[config.mk]
export PLATFORM = sky130hd
export DESIGN_NAME = pcfs_unit
export DESIGN_NICKNAME = d
export VERILOG_FILES = /design/src/inc/pcfs_pkg.sv /design/src/inc/pcfs_reg_if.sv /design/src/hdl/pcfs_unit.sv /design/src/hdl/pcfs_shadow.sv /design/src/hdl/pcfs_axil.sv
export SDC_FILE = /design/constraint.sdc
export NUM_CORES = 1
export LEC_CHECK = 0
export ABC_AREA = 1
export BUFFER_PORTS_ARGS = -buffer_cell sky130_fd_sc_hd__buf_2
export CAP_MARGIN = 10
export CORE_ASPECT_RATIO = 1.75
export CORE_UTILIZATION = 30
export DETAILED_ROUTE_END_ITERATION = 8
export MAX_ROUTING_LAYER = met4
export PLACE_DENSITY = 0.64
export SETUP_SLACK_MARGIN = 0.05
export SYNTH_ARGS = -nofsm -noshare
export SYNTH_HDL_FRONTEND = slang
export SYNTH_SLANG_ARGS = --single-unit
[constraint.sdc]
create_clock -name clk_sys -period 7.3 [get_ports clk_sys]
set_input_delay 0.73 -clock clk_sys [delete_from_list [all_inputs] [get_ports clk_sys]]
set_output_delay 0.73 -clock clk_sys [all_outputs]
set_load 0.1 [all_outputs]
[src/inc/pcfs_pkg.sv]
// Purpose: Shared constants for the program counter and fast stack unit
// Assumes: 32-bit AXI4-Lite register bus, byte-addressed program memory
// Notes:   Offsets are byte addresses of aligned words
`default_nettype none
package pcfs_pkg;
   // ****************************************
   // Program counter geometry
   // ****************************************
   localparam int          PC_W      = 21;           // Counter width
   localparam int          SP_W      = 5;            // Stack pointer width
   localparam int          UP_W      = 5;            // Upper byte width
   localparam logic [20:0] PC_RST    = 21'h000000;   // Start address
   localparam logic [20:0] PC_STEP   = 21'h000002;   // One instruction word
   localparam logic [20:0] VEC_HIGH  = 21'h000008;   // High priority vector
   localparam logic [20:0] VEC_LOW   = 21'h000018;   // Low priority vector
   localparam logic [4:0]  SP_STEP   = 5'h01;        // Stack pointer step
   localparam logic [4:0]  SP_RST    = 5'h00;        // Stack pointer reset
   // ****************************************
   // Register map
   // ****************************************
   localparam int          AW        = 8;            // Bus address width
   localparam logic [7:0]  OFS_LOW   = 8'h00;        // Counter low byte
   localparam logic [7:0]  OFS_MID   = 8'h04;        // Middle holding latch
   localparam logic [7:0]  OFS_UPR   = 8'h08;        // Upper holding latch
   localparam logic [7:0]  OFS_CTRL  = 8'h0c;        // Interrupt enables
   localparam logic [7:0]  OFS_STAT  = 8'h10;        // Stack pointer view
   localparam int          CTRL_HI   = 0;            // High enable bit
   localparam int          CTRL_LO   = 1;            // Low enable bit
   localparam logic [1:0]  RESP_OK   = 2'h0;         // Bus okay
   localparam logic [1:0]  RESP_ERR  = 2'h2;         // Bus slave error
endpackage
`default_nettype wire

[src/inc/pcfs_reg_if.sv]
// Purpose: Register access strobes between bus slave and counter core
// Assumes: One write and one read strobe, each one cycle long
// Notes:   Read data is combinational from the core side
`default_nettype none
interface pcfs_reg_if;
   import pcfs_pkg::*;
   logic          wr_en;    // Write strobe
   logic [AW-1:0] wr_addr;  // Write byte address
   logic [31:0]   wr_data;  // Write data
   logic          rd_en;    // Read strobe
   logic [AW-1:0] rd_addr;  // Read byte address
   logic [31:0]   rd_data;  // Read data, same cycle
   logic          rd_hit;   // Read address is mapped
   logic          wr_hit;   // Write address is mapped
   modport bus  (output wr_en, wr_addr, wr_data, rd_en, rd_addr,
                 input rd_data, rd_hit, wr_hit);
   modport core (input wr_en, wr_addr, wr_data, rd_en, rd_addr,
                 output rd_data, rd_hit, wr_hit);
endinterface
`default_nettype wire

[src/hdl/pcfs_unit.sv]
// Purpose: Program counter with holding latches, vectoring and fast stack
// Assumes: Core strobes are one-cycle pulses on clk_sys
// Notes:   Registers reached over AXI4-Lite
//
// Notes on behaviour
// - Counter is 21 bits, addresses bytes.
// - Low byte readable and writable by software.
// - Low byte writes set bits 15..8 only via middle latch.
// - Low byte writes set bits 20..16 only via upper latch.
// - Counter bit zero always reads zero.
// - Sequential fetch adds two.
// - Jumps and calls bypass the holding latches.
// - Low byte write copies latches into counter.
// - Low byte read copies counter into latches.
// - One-deep hidden shadow of status, working, bank.
// - Vectoring saves status, working, bank.
// - Fast return restores status, working, bank.
// - Fast return only for high-priority frames.
// - Enabled interrupt wake pushes counter, bumps pointer.
// - Enabled interrupt wake loads the vector.
`default_nettype none
module pcfs_unit
   import pcfs_pkg::*;
(
   input  wire logic          clk_sys,
   input  wire logic          rst,
   input  wire logic          ce,
   input  wire logic [AW-1:0] s_awaddr,
   input  wire logic          s_awvalid,
   output logic               s_awready,
   input  wire logic [31:0]   s_wdata,
   input  wire logic [3:0]    s_wstrb,
   input  wire logic          s_wvalid,
   output logic               s_wready,
   output logic     [1:0]     s_bresp,
   output logic               s_bvalid,
   input  wire logic          s_bready,
   input  wire logic [AW-1:0] s_araddr,
   input  wire logic          s_arvalid,
   output logic               s_arready,
   output logic     [31:0]    s_rdata,
   output logic     [1:0]     s_rresp,
   output logic               s_rvalid,
   input  wire logic          s_rready,
   input  wire logic          fetch_adv,
   input  wire logic          jump_load,
   input  wire logic [20:0]   jump_addr,
   input  wire logic          irq_vector,
   input  wire logic          wake_irq,
   input  wire logic          irq_high,
   input  wire logic          fast_ret,
   input  wire logic [7:0]    status_in,
   input  wire logic [7:0]    working_in,
   input  wire logic [7:0]    bank_in,
   output logic     [20:0]    program_counter,
   output logic     [7:0]     stack_top_low,
   output logic     [7:0]     stack_top_high,
   output logic     [4:0]     stack_top_upper,
   output logic     [4:0]     return_stack_pointer,
   output logic     [7:0]     status_rest,
   output logic     [7:0]     working_rest,
   output logic     [7:0]     bank_rest,
   output logic               restore_pulse,
   output logic               vector_taken
);
   // ****************************************
   // State
   // ****************************************
   logic [20:0]   pc_ff;          // Program counter
   logic [20:0]   nxt_pc;         // Next program counter
   logic [7:0]    mid_latch_ff;   // Middle holding latch
   logic [4:0]    upr_latch_ff;   // Upper holding latch
   logic [7:0]    nxt_mid;        // Next middle latch
   logic [4:0]    nxt_upr;        // Next upper latch
   logic [20:0]   tos_ff;         // Top of return stack
   logic [4:0]    sp_ff;          // Return stack pointer
   logic          en_hi_ff;       // High global enable
   logic          en_lo_ff;       // Low global enable
   logic          vec_ff;         // Vector strobe out

   // ****************************************
   // Register decode
   // ****************************************
   pcfs_reg_if    rg ();          // Bus to core strobes
   logic          wr_low;         // Write counter low byte
   logic          wr_mid;         // Write middle latch
   logic          wr_upr;         // Write upper latch
   logic          wr_ctrl;        // Write enables
   logic          rd_low;         // Read counter low byte
   logic [31:0]   rd_mux;         // Read data select
   logic          any_en;         // Either global enable set
   logic          vec_go;         // Take an interrupt vector
   logic [20:0]   vec_addr;       // Selected vector
   logic [20:0]   pc_inc;         // Counter plus one word
   logic [20:0]   pc_from_low;    // Counter built from latches
   logic [4:0]    sp_inc;         // Pointer plus one

   // Bus slave
   pcfs_axil u_axil
   (
      .clk_sys   (clk_sys),
      .rst       (rst),
      .ce        (ce),
      .s_awaddr  (s_awaddr),
      .s_awvalid (s_awvalid),
      .s_awready (s_awready),
      .s_wdata   (s_wdata),
      .s_wstrb   (s_wstrb),
      .s_wvalid  (s_wvalid),
      .s_wready  (s_wready),
      .s_bresp   (s_bresp),
      .s_bvalid  (s_bvalid),
      .s_bready  (s_bready),
      .s_araddr  (s_araddr),
      .s_arvalid (s_arvalid),
      .s_arready (s_arready),
      .s_rdata   (s_rdata),
      .s_rresp   (s_rresp),
      .s_rvalid  (s_rvalid),
      .s_rready  (s_rready),
      .rg        (rg.bus)
   );

   // Address decode
   assign wr_low  = rg.wr_en & (rg.wr_addr == OFS_LOW);
   assign wr_mid  = rg.wr_en & (rg.wr_addr == OFS_MID);
   assign wr_upr  = rg.wr_en & (rg.wr_addr == OFS_UPR);
   assign wr_ctrl = rg.wr_en & (rg.wr_addr == OFS_CTRL);
   assign rd_low  = rg.rd_en & (rg.rd_addr == OFS_LOW);

   // Mapped addresses; status is read only
   assign rg.wr_hit = (rg.wr_addr == OFS_LOW) | (rg.wr_addr == OFS_MID)
                    | (rg.wr_addr == OFS_UPR) | (rg.wr_addr == OFS_CTRL);
   assign rg.rd_hit = (rg.rd_addr inside {OFS_LOW, OFS_MID, OFS_UPR, OFS_CTRL, OFS_STAT});

   // ****************************************
   // Read data
   // ****************************************
   // Counter low byte is visible; middle and upper bytes read back from the holding latches
   always_comb
   begin
      rd_mux = 32'h00000000;
      case (rg.rd_addr)
         OFS_LOW:  rd_mux = {24'h000000, pc_ff[7:1], 1'b0};
         OFS_MID:  rd_mux = {24'h000000, mid_latch_ff};
         OFS_UPR:  rd_mux = {27'h0000000, upr_latch_ff};
         OFS_CTRL: rd_mux = {30'h00000000, en_lo_ff, en_hi_ff};
         OFS_STAT: rd_mux = {27'h0000000, sp_ff};
         default:  rd_mux = 32'h00000000;
      endcase
   end
   assign rg.rd_data = rd_mux;

   // ****************************************
   // Counter arithmetic
   // ****************************************
   assign any_en      = en_hi_ff | en_lo_ff;
   assign vec_go      = irq_vector | (wake_irq & any_en);
   assign vec_addr    = irq_high ? VEC_HIGH : VEC_LOW;
   assign pc_inc      = pc_ff + PC_STEP;
   assign sp_inc      = sp_ff + SP_STEP;
   // Upper bits come only from the holding latches
   assign pc_from_low = {upr_latch_ff, mid_latch_ff,
                         rg.wr_data[7:1], 1'b0};

   // Next counter: vector, jump, low-byte write, then sequential step
   always_comb
   begin
      nxt_pc = pc_ff;
      if (vec_go)
         nxt_pc = vec_addr;
      else if (jump_load)
         nxt_pc = {jump_addr[20:1], 1'b0};
      else if (wr_low)
         nxt_pc = pc_from_low;
      else if (fetch_adv)
         nxt_pc = pc_inc;
   end

   // Next latches: a low-byte read refreshes both, else software writes
   always_comb
   begin
      nxt_mid = mid_latch_ff;
      nxt_upr = upr_latch_ff;
      if (rd_low)
      begin
         nxt_mid = pc_ff[15:8];
         nxt_upr = pc_ff[20:16];
      end
      else
      begin
         if (wr_mid)
            nxt_mid = rg.wr_data[7:0];
         if (wr_upr)
            nxt_upr = rg.wr_data[UP_W-1:0];
      end
   end

   // ****************************************
   // Counter and latch registers
   // ****************************************
   // Counter update; bit zero is never stored as one
   always_ff @(posedge clk_sys or posedge rst)
   begin
      if (rst)
         pc_ff <= PC_RST;
      else if (ce)
         pc_ff <= {nxt_pc[20:1], 1'b0};
   end

   // Holding latches
   always_ff @(posedge clk_sys or posedge rst)
   begin
      if (rst)
      begin
         mid_latch_ff <= 8'h00;
         upr_latch_ff <= 5'h00;
      end
      else if (ce)
      begin
         mid_latch_ff <= nxt_mid;
         upr_latch_ff <= nxt_upr;
      end
   end

   // Global enables held for wake decisions
   always_ff @(posedge clk_sys or posedge rst)
   begin
      if (rst)
      begin
         en_hi_ff <= 1'b0;
         en_lo_ff <= 1'b0;
      end
      else if (ce && wr_ctrl)
      begin
         en_hi_ff <= rg.wr_data[CTRL_HI];
         en_lo_ff <= rg.wr_data[CTRL_LO];
      end
   end

   // ****************************************
   // Return stack push on vectoring
   // ****************************************
   // Current counter goes to top of stack, pointer moves on
   always_ff @(posedge clk_sys or posedge rst)
   begin
      if (rst)
      begin
         tos_ff <= PC_RST;
         sp_ff  <= SP_RST;
         vec_ff <= 1'b0;
      end
      else if (ce)
      begin
         if (vec_go)
         begin
            tos_ff <= pc_ff;
            sp_ff  <= sp_inc;
         end
         vec_ff <= vec_go;
      end
   end

   // ****************************************
   // Shadow store
   // ****************************************
   pcfs_shadow u_shadow
   (
      .clk_sys       (clk_sys),
      .rst           (rst),
      .ce            (ce),
      .save          (vec_go),
      .save_high     (irq_high),
      .fast_ret      (fast_ret),
      .status_in     (status_in),
      .working_in    (working_in),
      .bank_in       (bank_in),
      .status_rest   (status_rest),
      .working_rest  (working_rest),
      .bank_rest     (bank_rest),
      .restore_pulse (restore_pulse)
   );

   // ****************************************
   // Outputs
   // ****************************************
   assign program_counter      = pc_ff;
   assign stack_top_low        = tos_ff[7:0];
   assign stack_top_high       = tos_ff[15:8];
   assign stack_top_upper      = tos_ff[20:16];
   assign return_stack_pointer = sp_ff;
   assign vector_taken         = vec_ff;
endmodule
`default_nettype wire

[src/hdl/pcfs_shadow.sv]
// Purpose: One-deep shadow store for status, working and bank registers
// Assumes: Load and restore strobes come from the counter core
// Notes:   Not visible on the register bus
`default_nettype none
module pcfs_shadow
   import pcfs_pkg::*;
(
   input  wire logic       clk_sys,
   input  wire logic       rst,
   input  wire logic       ce,
   input  wire logic       save,
   input  wire logic       save_high,
   input  wire logic       fast_ret,
   input  wire logic [7:0] status_in,
   input  wire logic [7:0] working_in,
   input  wire logic [7:0] bank_in,
   output logic     [7:0]  status_rest,
   output logic     [7:0]  working_rest,
   output logic     [7:0]  bank_rest,
   output logic            restore_pulse
);
   logic [23:0] store_ff;     // Saved status, working, bank
   logic        high_ff;      // Saved frame came from high priority
   logic [23:0] out_ff;       // Restored values
   logic        pulse_ff;     // Restore strobe
   logic        do_rest;      // Fast return allowed

   // Fast return restores only a high-priority frame
   assign do_rest = fast_ret & high_ff & ~save;
   assign status_rest   = out_ff[23:16];
   assign working_rest  = out_ff[15:8];
   assign bank_rest     = out_ff[7:0];
   assign restore_pulse = pulse_ff;

   // Store, then replay on fast return
   always_ff @(posedge clk_sys or posedge rst)
   begin
      if (rst)
      begin
         store_ff <= 24'h000000;
         high_ff  <= 1'b0;
         out_ff   <= 24'h000000;
         pulse_ff <= 1'b0;
      end
      else if (ce)
      begin
         if (save)
         begin
            store_ff <= {status_in, working_in, bank_in};
            high_ff  <= save_high;
         end
         if (do_rest)
            out_ff <= store_ff;
         pulse_ff <= do_rest;
      end
   end
endmodule
`default_nettype wire

[src/hdl/pcfs_axil.sv]
// Purpose: AXI4-Lite slave that turns bus transfers into register strobes
// Assumes: One write and one read outstanding at a time
// Notes:   Unmapped addresses answer with a slave error
`default_nettype none
module pcfs_axil
   import pcfs_pkg::*;
(
   input  wire logic          clk_sys,
   input  wire logic          rst,
   input  wire logic          ce,
   input  wire logic [AW-1:0] s_awaddr,
   input  wire logic          s_awvalid,
   output logic               s_awready,
   input  wire logic [31:0]   s_wdata,
   input  wire logic [3:0]    s_wstrb,
   input  wire logic          s_wvalid,
   output logic               s_wready,
   output logic     [1:0]     s_bresp,
   output logic               s_bvalid,
   input  wire logic          s_bready,
   input  wire logic [AW-1:0] s_araddr,
   input  wire logic          s_arvalid,
   output logic               s_arready,
   output logic     [31:0]    s_rdata,
   output logic     [1:0]     s_rresp,
   output logic               s_rvalid,
   input  wire logic          s_rready,
   pcfs_reg_if.bus            rg
);
   // ****************************************
   // Write channel
   // ****************************************
   typedef enum logic [1:0] {W_COLLECT = 2'b01, W_RESP = 2'b10} pcfs_wst_e;
   pcfs_wst_e     wst_ff;       // Write state
   pcfs_wst_e     nxt_wst;      // Next write state
   logic          aw_ok_ff;     // Address held
   logic          w_ok_ff;      // Data held
   logic [AW-1:0] awaddr_ff;    // Held address
   logic [31:0]   wdata_ff;     // Held data
   logic          wlane_ff;     // Low byte lane enabled
   logic [1:0]    bresp_ff;     // Write answer
   logic          aw_take;      // Address handshake
   logic          w_take;       // Data handshake
   logic          wr_go;        // Both halves present
   logic          ar_take;      // Read handshake
   logic          rvalid_ff;    // Read answer pending
   logic [31:0]   rdata_ff;     // Read data
   logic [1:0]    rresp_ff;     // Read answer code

   assign s_awready = (wst_ff == W_COLLECT) & ~aw_ok_ff;
   assign s_wready  = (wst_ff == W_COLLECT) & ~w_ok_ff;
   assign aw_take   = s_awvalid & s_awready & ce;
   assign w_take    = s_wvalid & s_wready & ce;
   assign wr_go     = (wst_ff == W_COLLECT) & aw_ok_ff & w_ok_ff & ce;
   assign s_bvalid  = (wst_ff == W_RESP);
   assign s_bresp   = bresp_ff;
   assign rg.wr_en  = wr_go & wlane_ff;
   assign rg.wr_addr = awaddr_ff;
   assign rg.wr_data = wdata_ff;

   // Next write state
   always_comb
   begin
      nxt_wst = wst_ff;
      case (wst_ff)
         W_COLLECT: if (wr_go) nxt_wst = W_RESP;
         W_RESP:    if (s_bready) nxt_wst = W_COLLECT;
         default:   nxt_wst = W_COLLECT;
      endcase
   end

   // Hold address and data until both arrived
   always_ff @(posedge clk_sys or posedge rst)
   begin
      if (rst)
      begin
         wst_ff    <= W_COLLECT;
         aw_ok_ff  <= 1'b0;
         w_ok_ff   <= 1'b0;
         awaddr_ff <= '0;
         wdata_ff  <= 32'h00000000;
         wlane_ff  <= 1'b0;
         bresp_ff  <= RESP_OK;
      end
      else if (ce)
      begin
         wst_ff <= nxt_wst;
         if (aw_take)
         begin
            awaddr_ff <= s_awaddr;
            aw_ok_ff  <= 1'b1;
         end
         if (w_take)
         begin
            wdata_ff <= s_wdata;
            wlane_ff <= s_wstrb[0];
            w_ok_ff  <= 1'b1;
         end
         if (wr_go)
         begin
            aw_ok_ff <= 1'b0;
            w_ok_ff  <= 1'b0;
            bresp_ff <= rg.wr_hit ? RESP_OK : RESP_ERR;
         end
      end
   end

   // ****************************************
   // Read channel
   // ****************************************
   assign s_arready  = ~rvalid_ff;
   assign ar_take    = s_arvalid & s_arready & ce;
   assign rg.rd_en   = ar_take;
   assign rg.rd_addr = s_araddr;
   assign s_rvalid   = rvalid_ff;
   assign s_rdata    = rdata_ff;
   assign s_rresp    = rresp_ff;

   // Capture data on address handshake, answer next cycle
   always_ff @(posedge clk_sys or posedge rst)
   begin
      if (rst)
      begin
         rvalid_ff <= 1'b0;
         rdata_ff  <= 32'h00000000;
         rresp_ff  <= RESP_OK;
      end
      else if (ce)
      begin
         if (ar_take)
         begin
            rvalid_ff <= 1'b1;
            rdata_ff  <= rg.rd_data;
            rresp_ff  <= rg.rd_hit ? RESP_OK : RESP_ERR;
         end
         else if (s_rready)
            rvalid_ff <= 1'b0;
      end
   end
endmodule
`default_nettype wire

==> results.md <==
- Core area: 23300 sq um
- Worst setup SP type: input pin
- Worst EP arrival: 3.06 ns
- LEAKAGE: 4.56 nW
- Global Route Usage Sum: 18.7%
- RSZ-0062 raised after global routing: false
- DIE HEIGHT: 206 um
- Clk pwr share: 26.6%
- Final setup TNS: 0 ns
- Outcome: finished, final reports clean
- Drt first pass iters: 5
- Synth Flop Type: dfrtp_1
- TritonCTS clock tree: yes
- Seq/Total Area, Yosys: 50.0%
- WL/cell: 15.6 um
- Mapped Area: 7150 sq um
- Post-CTS setup buffers: 0
- Comb power frac: 40.0%
- Antenna fix cells: 0
- I/O Pins: 225
- Routed Antenna Nets: 0
- Iter 0 DRT Violations: 324
- Area delta synth->final: 22.1%
- Clk_lat worst skew: 0.41 ns
- Total Wirelength: 21600 um
- Final Max Slew Viols: 0
- Sequential power share: 33.4%
- Vias: 6496
- Measured slew at the worst slew-check pin: 0.998 ns
- GP Congestion: 0.911
- Setup CP Type: input pin to flip-flop
- Vias in the first global route: 6387
- Max Freq: 0.361 GHz
- Drc violations: 0
- EDFF count, synth: 0
- Cells after Synth: 913
- Die area: 24500 sq um
- Final Hold Fails: 0
- Buffers on Ports: 168
- Via/cell ratio: 4.68
- Clock root buffer: clkbuf_16
- Slew margin rel.: 33.5%
- Max Cap Viol: 0
- Final Critical Period: 2.77 ns
- Nets@finish: 1183
- Hold Buf Count CTS: 0
- CP endpoint kind: flip-flop
- FF-to-FF setup slack: 4.65 ns
- #FFs+latches synth: 143
- WP data required: 7.60 ns
- Maximum root-to-sink buffer count: 2
- Synthesized area per cell: 7.83 sq um
- P_int: 0.00168 W
- Maximum fanout along the worst path: 23
- Yosys warning count: 0
- Htree depth: 4
- Final setup violation count: 0
- Worst-path clk slew: 0.06 ns
- Detail Placement HPWL: 16300 um
- Commonest non-fill, non-tap cell in the layout: nand2_1
- RR Startpoint: u_axil.wst_ff[0]
- First-pass GRT wire length: 33500 um
- Post-CTS Resized: 0
- Initial antenna violation count: 0
- Largest net degree at the start of global routing: 95
- Reg-to-reg endpoint: program_counter[4]
- Rows: 74
- Commonest cells after routing, fill and taps aside: nand2_1 (248), buf_2 (168), dfrtp_1 (142)
- Psw: 0.00155 W
- CTS buffer count: 17
- Min-delay worst type: input pin to async pin
- Initial Util: 30.7%
- Tcrit/Tclk final: 37.9%
- DIE WIDTH: 119 um
- Max IR drop VDD: 0.167 mV
- Ys async rst share: 100%
- Worst hold slack: 0.402 ns
- CTS sink cnt: 143
- Clock Skew: 0.0127 ns
- Synth unique cells: 35
- Layout cell share with drive strength beyond 1: 22.4%
- Pwr dens: 369 nW/um^2
- GR Overflow Total: 0
- Worst reg2reg path depth: 7
- Switching Fraction: 48.0%
-- power groups by stage --
| stage | logic [W] | registers, W | clock network, W |
|---|---|---|---|
| after floorplan | 0.000423 | 0.00172 | 0 |
| after global placement | 0.00129 | 0.00109 | 0 |
| after detailed placement | 0.00130 | 0.00109 | 0 |
| after CTS | 0.00130 | 0.00108 | 0.000882 |
| after global routing | 0.00136 | 0.00110 | 0.000916 |
| final | 0.00129 | 0.00108 | 0.000858 |
-- registers in the layout, summed over array words and instances, names as in the netlist --
signal                  count
en_hi_ff                    1
en_lo_ff                    1
mid_latch_ff                8
program_counter            20
return_stack_pointer        5
tos_ff                     20
u_axil.aw_ok_ff             1
u_axil.rg.wr_addr           8
u_axil.rg.wr_data           8
u_axil.s_bresp              1
u_axil.s_rdata              8
u_axil.s_rresp              1
u_axil.s_rvalid             1
u_axil.w_ok_ff              1
u_axil.wlane_ff             1
u_axil.wst_ff               2
u_shadow.high_ff            1
u_shadow.out_ff            24
u_shadow.restore_pulse      1
u_shadow.store_ff          24
upr_latch_ff                5
vector_taken                1
-- worst max-delay path, cell delays in order --
cell	delay, ns
buf_2	0.07
buf_4	0.29
nand3_4	0.15
nor3_4	0.29
nand2_2	0.39
nand3_4	0.25
nand2_1	0.50
nor2_1	0.26
a21oi_1	0.09
-- kinds of logic (layout without fill, tap and decap cells) --
kind of cell | Yosys count | in the layout | synth area share, %
compound gates | 146 | 146 | 10.5
xor+xnor | 6 | 6 | 0.735
fa+ha+maj | 2 | 2 | 0.350
buf+inv | 156 | 299 | 10.2
flops | 143 | 143 | 50.0
mux | 9 | 9 | 1.42
other cells | 1 | 28 | 0.0524
simple gates | 450 | 450 | 26.8
-- Yosys cell counts (4+ instances only) --
master,number,area share (%)
nand2_1,249,13
dfrtp_1,142,50
nor2_1,101,5.3
inv_1,92,4.8
o21ai_0,86,6.0
nand3_1,55,3.8
a21oi_1,42,2.9
buf_4,31,3.3
clkbuf_1,17,0.89
nand4_1,15,1.3
o21ai_1,12,0.84
buf_2,9,0.63
mux2_2,9,1.4
or2_2,9,0.79
nor2_2,7,0.61
xor2_1,4,0.49
-- final cells by class --
cell class / count / area [sq um]
fill: 2500 / 14600
sequential: 143 / 3580
multi-input combinational: 641 / 2950
timing repair buffer: 173 / 878
clock buffer: 18 / 439
tap: 304 / 380
inverter: 94 / 358
clock inverter: 14 / 144
-- metal layers --
metal / share of wire [%] / up-vias / GRT usage, %
met1: 39 / 3021 / 19.6
met5: 0 / - / -
li1: - / 3180 / -
met2: 51 / 239 / 32.5
met3: 3.6 / 56 / 2.43
met4: 6.3 / 0 / 12.8
-- worst max path at each step --
stage          startpoint            endpoint  slack, ns  cells after the start
2_1_floorplan         rst            en_hi_ff       2.73                      1
3_3_place_gp           ce  program_counter[4]       4.16                      9
3_5_place_dp           ce  program_counter[4]       4.10                      9
4_1_cts                ce  program_counter[4]       4.55                      9
5_1_grt                ce  program_counter[4]       4.36                      9
6_report               ce  program_counter[4]       4.53                      9
-- through the flow --
step	cells	power (W)	worst slack (ns)	utilization [%]	instance area [sq um]
after detailed placement	1355	0.00239	4.10	34.9	8150
after floorplan	940	0.00215	2.73	-	7250
after global placement	1355	0.00237	4.16	34.9	8150
final	1387	0.00323	4.53	37.4	8730
after global routing	1387	0.00338	4.36	37.4	8730
after CTS	1387	0.00326	4.55	37.4	8730
No activity file was read; power rests on OpenSTA's default activity.
